--- src/fcsf_params.svh ---
// constants and register map of the flag bank
`ifndef FCSF_PARAMS_SVH
`define FCSF_PARAMS_SVH
// ----------------------------------------
// register map
// ----------------------------------------
`define FCSF_AW 12
`define FCSF_A_SFLAG 12'h008
`define FCSF_A_SHIFTER_FAULT_BITS 12'h00c
`define FCSF_A_TFLAG 12'h010
`define FCSF_A_SIEN 12'h018
`define FCSF_A_EVT 12'h030
`define FCSF_A_EVTMASK 12'h034
// ----------------------------------------
// widths and reset values
// ----------------------------------------
`define FCSF_N 4
`define FCSF_EW 8
`define FCSF_SMW 3
`define FCSF_TMW 2
`define FCSF_RST4 4'h0
`define FCSF_RST8 8'h00
`define FCSF_RST32 32'h0000_0000
`endif

--- src/fcsf_pkg.sv ---
// types of the flag bank
package fcsf_pkg;
  typedef enum logic [2:0] {
    FCSF_OFF = 3'b000,
    FCSF_RX = 3'b001,
    FCSF_TX = 3'b010,
    FCSF_MSTORE = 3'b100,
    FCSF_MCONT = 3'b101
  } fcsf_smode_t;
  typedef enum logic [1:0] {
    FCSF_TOFF = 2'b00,
    FCSF_TBAUD = 2'b01,
    FCSF_TPWM = 2'b10,
    FCSF_T16 = 2'b11
  } fcsf_tmode_t;
endpackage

--- src/fcsf_bank.sv ---
// status, error and irq enable flag bank with apb slave
//
// Our own choice: the APB slave port.
`timescale 1ns/100ps
`default_nettype none
`include "fcsf_params.svh"
module fcsf_bank (
  input wire logic pclk,
  input wire logic presetn,
  input wire logic psel,
  input wire logic penable,
  input wire logic pwrite,
  input wire logic [`FCSF_AW-1:0] paddr,
  input wire logic [31:0] pwdata,
  output logic [31:0] prdata,
  output logic pready,
  output logic pslverr,
  input wire logic [11:0] shifter_operating_mode,
  input wire logic [3:0] rx_load,
  input wire logic [3:0] tx_take,
  input wire logic [3:0] tx_need,
  input wire logic [3:0] match_hit,
  input wire logic [3:0] match_live,
  input wire logic [3:0] frame_err,
  input wire logic [3:0] buf_read,
  input wire logic [3:0] buf_write,
  input wire logic [7:0] timer_mode,
  input wire logic [3:0] dec_active,
  input wire logic [3:0] cnt_hi_zero,
  input wire logic [3:0] cnt_full_zero,
  output logic [3:0] shifter_irq,
  output logic event_irq
);
  import fcsf_pkg::*;

  // ----------------------------------------
  // state
  // ----------------------------------------
  logic [3:0] shifter_flag_bits;
  logic [3:0] shifter_fault_bits;
  logic [3:0] timer_flag_bits;
  logic [3:0] shifter_flag_irq_mask;
  logic [`FCSF_EW-1:0] evt_flags;
  logic [`FCSF_EW-1:0] evt_mask;
  logic [11:0] mode_prev;
  logic [3:0] next_sflag;
  logic [3:0] next_shifter_fault_bits;
  logic [3:0] sset;
  logic [3:0] sclr;
  logic [3:0] eset;
  logic [3:0] eclr;
  logic [3:0] tset;
  logic [31:0] rd_mux;
  logic wr_acc;
  logic rd_acc;
  logic rd_setup;
  logic hit;

  // ----------------------------------------
  // helpers
  // ----------------------------------------
  // mode field decode
  function automatic fcsf_smode_t smode(input logic [11:0] v, input int i);
    logic [2:0] f;
    f = v[i*`FCSF_SMW +: `FCSF_SMW];
    smode = fcsf_smode_t'(f);
  endfunction

  function automatic fcsf_tmode_t tmode(input int i);
    logic [1:0] f;
    f = timer_mode[i*`FCSF_TMW +: `FCSF_TMW];
    tmode = fcsf_tmode_t'(f);
  endfunction

  function automatic logic addr_is(input logic [`FCSF_AW-1:0] a);
    addr_is = (paddr == a);
  endfunction

  // ----------------------------------------
  // apb decode
  // ----------------------------------------
  // zero wait states; the read word is captured in the setup cycle
  assign pready = 1'b1;
  assign wr_acc = psel & penable & pwrite;
  assign rd_acc = psel & penable & ~pwrite;
  assign rd_setup = psel & ~penable & ~pwrite;
  // a function's reads of paddr never wake a continuous assign, so decode in a process
  always_comb begin
    hit = addr_is(`FCSF_A_SFLAG) | addr_is(`FCSF_A_SHIFTER_FAULT_BITS) | addr_is(`FCSF_A_TFLAG)
        | addr_is(`FCSF_A_SIEN) | addr_is(`FCSF_A_EVT) | addr_is(`FCSF_A_EVTMASK);
  end
  assign pslverr = psel & penable & ~hit;

  always_comb begin
    rd_mux = `FCSF_RST32;
    case (paddr)
      `FCSF_A_SFLAG: rd_mux[3:0] = shifter_flag_bits;
      `FCSF_A_SHIFTER_FAULT_BITS: rd_mux[3:0] = shifter_fault_bits;
      `FCSF_A_TFLAG: rd_mux[3:0] = timer_flag_bits;
      `FCSF_A_SIEN: rd_mux[3:0] = shifter_flag_irq_mask;
      `FCSF_A_EVT: rd_mux[`FCSF_EW-1:0] = evt_flags;
      `FCSF_A_EVTMASK: rd_mux[`FCSF_EW-1:0] = evt_mask;
      default: rd_mux = `FCSF_RST32;
    endcase
  end

  always_ff @(posedge pclk or negedge presetn) begin
    if (!presetn) begin
      prdata <= `FCSF_RST32;
    end else if (rd_setup) begin
      prdata <= rd_mux;
    end
  end

  // ----------------------------------------
  // shifter flag events
  // ----------------------------------------
  always_comb begin
    for (int i = 0; i < `FCSF_N; i++) begin
      fcsf_smode_t m;
      logic w1c_s;
      logic w1c_e;
      m = smode(shifter_operating_mode, i);
      w1c_s = wr_acc & addr_is(`FCSF_A_SFLAG) & pwdata[i];
      w1c_e = wr_acc & addr_is(`FCSF_A_SHIFTER_FAULT_BITS) & pwdata[i];
      sset[i] = 1'b0;
      sclr[i] = 1'b0;
      eset[i] = 1'b0;
      eclr[i] = w1c_e;
      case (m)
        FCSF_RX: begin
          sset[i] = rx_load[i];
          sclr[i] = buf_read[i] | w1c_s;
          eset[i] = (rx_load[i] & shifter_flag_bits[i]) | frame_err[i];
        end
        FCSF_TX: begin
          // transfer or mode entry sets, buffer write clears
          sset[i] = tx_take[i] | (smode(mode_prev, i) != FCSF_TX);
          sclr[i] = buf_write[i] | w1c_s;
          // shifter wants data while buffer empty
          eset[i] = tx_need[i] & shifter_flag_bits[i];
        end
        FCSF_MSTORE: begin
          sset[i] = match_hit[i];
          sclr[i] = buf_read[i] | w1c_s;
          // new match before stored one read
          eset[i] = match_hit[i] & shifter_flag_bits[i];
        end
        FCSF_MCONT: begin
          eset[i] = match_hit[i];
          eclr[i] = w1c_e | buf_read[i];
        end
        default: begin
          // write one clears in idle modes too
          sclr[i] = w1c_s;
        end
      endcase
      next_shifter_fault_bits[i] = eset[i] | (shifter_fault_bits[i] & ~eclr[i]);
      // live match result, write one ignored
      if (m == FCSF_MCONT) begin
        next_sflag[i] = match_live[i];
      end else begin
        next_sflag[i] = sset[i] | (shifter_flag_bits[i] & ~sclr[i]);
      end
    end
  end

  always_ff @(posedge pclk or negedge presetn) begin
    if (!presetn) begin
      shifter_flag_bits <= `FCSF_RST4;
      shifter_fault_bits <= `FCSF_RST4;
      mode_prev <= {`FCSF_N{FCSF_OFF}};
    end else begin
      shifter_flag_bits <= next_sflag;
      shifter_fault_bits <= next_shifter_fault_bits;
      mode_prev <= shifter_operating_mode;
    end
  end

  // ----------------------------------------
  // timer flags
  // ----------------------------------------
  always_comb begin
    for (int i = 0; i < `FCSF_N; i++) begin
      case (tmode(i))
        FCSF_TBAUD: tset[i] = dec_active[i] & cnt_hi_zero[i];
        FCSF_TPWM: tset[i] = dec_active[i] & cnt_hi_zero[i];
        FCSF_T16: tset[i] = dec_active[i] & cnt_full_zero[i];
        default: tset[i] = 1'b0;
      endcase
    end
  end

  always_ff @(posedge pclk or negedge presetn) begin
    if (!presetn) begin
      timer_flag_bits <= `FCSF_RST4;
    end else if (wr_acc & addr_is(`FCSF_A_TFLAG)) begin
      // sticky, write one clears, set wins
      timer_flag_bits <= tset | (timer_flag_bits & ~pwdata[3:0]);
    end else begin
      timer_flag_bits <= tset | timer_flag_bits;
    end
  end

  // ----------------------------------------
  // enables and event interrupt
  // ----------------------------------------
  // upper write bits are dropped; software must keep them zero anyway
  always_ff @(posedge pclk or negedge presetn) begin
    if (!presetn) begin
      shifter_flag_irq_mask <= `FCSF_RST4;
    end else if (wr_acc & addr_is(`FCSF_A_SIEN)) begin
      shifter_flag_irq_mask <= pwdata[3:0];
    end
  end

  always_ff @(posedge pclk or negedge presetn) begin
    if (!presetn) begin
      evt_mask <= `FCSF_RST8;
    end else if (wr_acc & addr_is(`FCSF_A_EVTMASK)) begin
      evt_mask <= pwdata[`FCSF_EW-1:0];
    end
  end

  // read clears only what the read returned, so a late event survives
  always_ff @(posedge pclk or negedge presetn) begin
    if (!presetn) begin
      evt_flags <= `FCSF_RST8;
    end else if (rd_acc & addr_is(`FCSF_A_EVT)) begin
      evt_flags <= {tset, eset} | (evt_flags & ~prdata[`FCSF_EW-1:0]);
    end else begin
      evt_flags <= {tset, eset} | evt_flags;
    end
  end

  assign shifter_irq = shifter_flag_bits & shifter_flag_irq_mask;
  assign event_irq = |(evt_flags & evt_mask);

  logic w1c_s0;
  logic w1c_e0;
  logic w1c_t0;
  fcsf_smode_t mode0;
  // helpers in a process, so that the paddr read inside addr_is is followed
  always_comb begin
    w1c_s0 = wr_acc & addr_is(`FCSF_A_SFLAG) & pwdata[0];
    w1c_e0 = wr_acc & addr_is(`FCSF_A_SHIFTER_FAULT_BITS) & pwdata[0];
    w1c_t0 = wr_acc & addr_is(`FCSF_A_TFLAG) & pwdata[0];
    mode0 = smode(shifter_operating_mode, 0);
  end
endmodule
`default_nettype wire

--- config.mk ---
export PLATFORM = sky130hd
export DESIGN_NAME = fcsf_bank
export DESIGN_NICKNAME = d
export VERILOG_FILES = /design/src/fcsf_pkg.sv /design/src/fcsf_bank.sv
export VERILOG_INCLUDE_DIRS = /design/src /design/src/src
export SDC_FILE = /design/constraint.sdc
export NUM_CORES = 1
export LEC_CHECK = 0
export ABC_AREA = 0
export BUFFER_PORTS_ARGS = -buffer_cell sky130_fd_sc_hd__clkbuf_2
export CORE_MARGIN = 1.5
export CORE_UTILIZATION = 45
export DETAILED_ROUTE_END_ITERATION = 10
export PLACE_DENSITY = 0.76
export SYNTH_ARGS = -nofsm -noshare
export SYNTH_HDL_FRONTEND = slang
export SYNTH_SLANG_ARGS = --single-unit
--- constraint.sdc ---
create_clock -name pclk -period 1.5 [get_ports pclk]
set_input_delay 0 -clock pclk [delete_from_list [all_inputs] [get_ports pclk]]
set_output_delay 0 -clock pclk [all_outputs]
set_load 0.02 [all_outputs]
==> results.ini <==
[yosys]
async_flop_share = 1.00
synth_cells = 358
synth.avg_cell_area_um2 = 9.42
synth_warnings = 0
synth_edf_count = 0
synth-seq-area-share = 0.386
synth-seq-cells = 52
synth_ff_type = dfrtp_1
syn_area_um2 = 3370
synth_cell_type_count = 55

[sta]
fin_crit_ps = 1460
hold_ws_ps = 31.6
slew_headroom = 0.592
rsz0062_at_grt = false
setup_violations = 0
finalClockSkew_ps = 4.69
min_period_over_period = 0.972
max_freq_mhz = 686
worst_pin_slew_ps = 608
finalHoldViolCount = 0
drv_slew = 0

[detailed_routing]
wire_per_inst_um = 14.7
routed-via-count = 3262
ant_nets = 0
routed_wl_um = 8860
drt_iter0_markers = 245
via_per_inst = 5.41
dr.pass1.iters = 4
drt_drc_violations_left = 0

[pwr]
power_leakage_nw = 2.08
switchingPower_mw = 0.865
vdd_drop_max_mv = 0.389
p_int_mw = 2.31
switching_share = 0.272
p_comb_frac = 0.208
p_per_area_nw_per_um2 = 717
power_frac_clock = 0.319
seqPwrFrac = 0.473

[run_status]
status = finished clean

[cts]
cts_root_buf = clkbuf_8
clock_path_buffers = 2
ctsHtreeMaxLevel = 2
clkTransAtPathRegs_ps = 90
postCtsSetupBuffers = 0
numCtsBuffers = 5
cts_tree = yes
clock_latency_ps = 310
cts.sinks = 52

[global_routing]
use_met1 = 0.283
grt_pass1_wl_um = 13400
grt_busiest_layer = met2
met2_usage = 0.368
grt_pass1_vias = 2909
antenna_found_initial = 0
grt_usage = 0.219
grt_max_degree = 53
met3_usage = 0.0384
gr-total-overflow = 0

[place]
routabilityCongestion = 0.898
dp_hpwl_um = 6640
port_buffers = 102
place_area_um2 = 4060

[worst_setup_path]
end_kind = register
reg2regPathDepth = 3
startpoint = mode_prev[0]
timing.rr.start = mode_prev[0]
crit_type = reg2reg
path_depth = 3
cp_cell_sequence = or4b_2, a31oi_1, a2bb2oi_1
critical_path_required_ps = 1700
worst-path-buf-inv = 0
crit_family = simple AND/OR/NAND/NOR gates
cp-start-kind = register
cp.arrival_ps = 1660
r2r_slack_ps = 40
max_stage_delay_ps = 680
path_max_fanout = 1
cp_slowest_cell = or4b_2
critical_path.endpoint = shifter_flag_bits[0]
worstReg2RegEnd = shifter_flag_bits[0]

[floorplanning]
die_w_um = 89.6
dieArea_um2 = 8020
rows = 31
boundaryPins = 152
die_h_um = 89.6
fp.coreArea_um2 = 7250
initial_core_util = 0.465

[cells_and_area]
layout_commonest_cell = clkbuf_2
layout_common_cells = 102 x clkbuf_2, 52 x dfrtp_1, 32 x nand2_1
final_area_um2 = 4430
antennaDiodeCount = 0
fin_nets = 616
area_growth_pct = 31.4
drive_gt1_frac = 0.319

[hold_path]
holdCritPathClass = in2reg

[flow_run]
max_cap_violations = 0

## synthesized netlist by cell type (3+ instances only)
library cell | instances | area share
nor4bb_1 | 17 | 0.050
a32oi_1 | 3 | 0.0078
nor3_1 | 6 | 0.0089
o21ai_0 | 26 | 0.039
nand2_1 | 32 | 0.036
nor2b_1 | 5 | 0.0093
nand3_1 | 10 | 0.015
nor2_1 | 18 | 0.020
mux2_4 | 8 | 0.036
dfrtp_1 | 52 | 0.39
nand4b_1 | 3 | 0.0078
nand3b_1 | 7 | 0.016
nand4_1 | 9 | 0.017
nor4b_1 | 10 | 0.026
clkbuf_1 | 11 | 0.012
a21o_1 | 8 | 0.018
inv_1 | 16 | 0.018
buf_4 | 25 | 0.056
a21oi_1 | 18 | 0.027
o211ai_1 | 3 | 0.0067
a22oi_1 | 4 | 0.0089
a2111oi_0 | 3 | 0.0078
mux2_1 | 4 | 0.013
and2_1 | 4 | 0.0074
mux2i_1 | 10 | 0.030
a211oi_1 | 4 | 0.0089
## worst min-delay path, stage by stage
cell,delay (ps)
clkbuf_2,80
inv_1,40
a211oi_1,60
nor2_1,90
a21oi_1,40
## power by group through the flow
| stage | Clock [mW] | Combinational [mW] | Sequential [mW] |
|---|---|---|---|
| after floorplan | 0 | 0.381 | 1.51 |
| after global placement | 0 | 0.589 | 1.53 |
| after detailed placement | 0 | 0.603 | 1.53 |
| after CTS | 1.03 | 0.655 | 1.50 |
| after global routing | 1.09 | 0.733 | 1.51 |
| final | 1.01 | 0.661 | 1.50 |
## sequential cells by signal (all words and copies together) (netlist names)
signal / cells
shifter_flag_irq_mask: 4
mode_prev: 12
evt_mask: 8
shifter_fault_bits: 4
prdata: 8
shifter_flag_bits: 4
evt_flags: 8
timer_flag_bits: 4
## worst min path at each step
stage,from,to,slack (ps),cells after the start
2_1_floorplan,presetn,evt_flags[0],-300,0
3_3_place_gp,presetn,mode_prev[2],10,2
3_5_place_dp,presetn,prdata[5],10,2
4_1_cts,pwdata[1],shifter_flag_irq_mask[1],6,2
5_1_grt,timer_mode[6],timer_flag_bits[3],60,4
6_report,dec_active[3],timer_flag_bits[3],30,5
## logic make-up (layout without fill, tap and decap cells)
kind of cell,Yosys count,after routing,share of synthesized area
simple gates,143,143,0.279
buf+inv,55,178,0.0920
compound gates,82,82,0.156
other cells,2,25,0.00223
mux,24,24,0.0853
flops,52,52,0.386
## area by class of cell
cell class	count	area [um^2]
clock buffer	6	82.6
clock inverter	2	38.8
fill	600	2820
inverter	16	60.1
multi-input combinational	274	1850
sequential	52	1300
tap	99	124
timing repair buffer	154	976
## metal layers
metal	part of all wire	vias to the layer above
met5	0	-
met4	0.023	0
met3	0.064	16
met2	0.50	139
met1	0.41	1538
li1	-	1569
## stage by stage
step / cells / setup WS, ps / power [mW] / utilization / TNS [ps]
4_1_cts: 602 / 34.9 / 3.18 / 0.609 / 0
3_5_place_dp: 570 / -28.9 / 2.13 / 0.560 / -203
2_1_floorplan: 381 / 158 / 1.90 / - / 0
6_report: 603 / 42.1 / 3.18 / 0.611 / 0
5_1_grt: 603 / 5.47 / 3.33 / 0.611 / 0
3_3_place_gp: 570 / 1.07 / 2.11 / 0.560 / 0
## what timing repair did
item	in CTS	in global routing
hold endpoints to repair	78	1
setup endpoints to repair	0	2
hold buffers	24	1
gates resized for setup	0	1
Power figures use the tool's default switching activity.
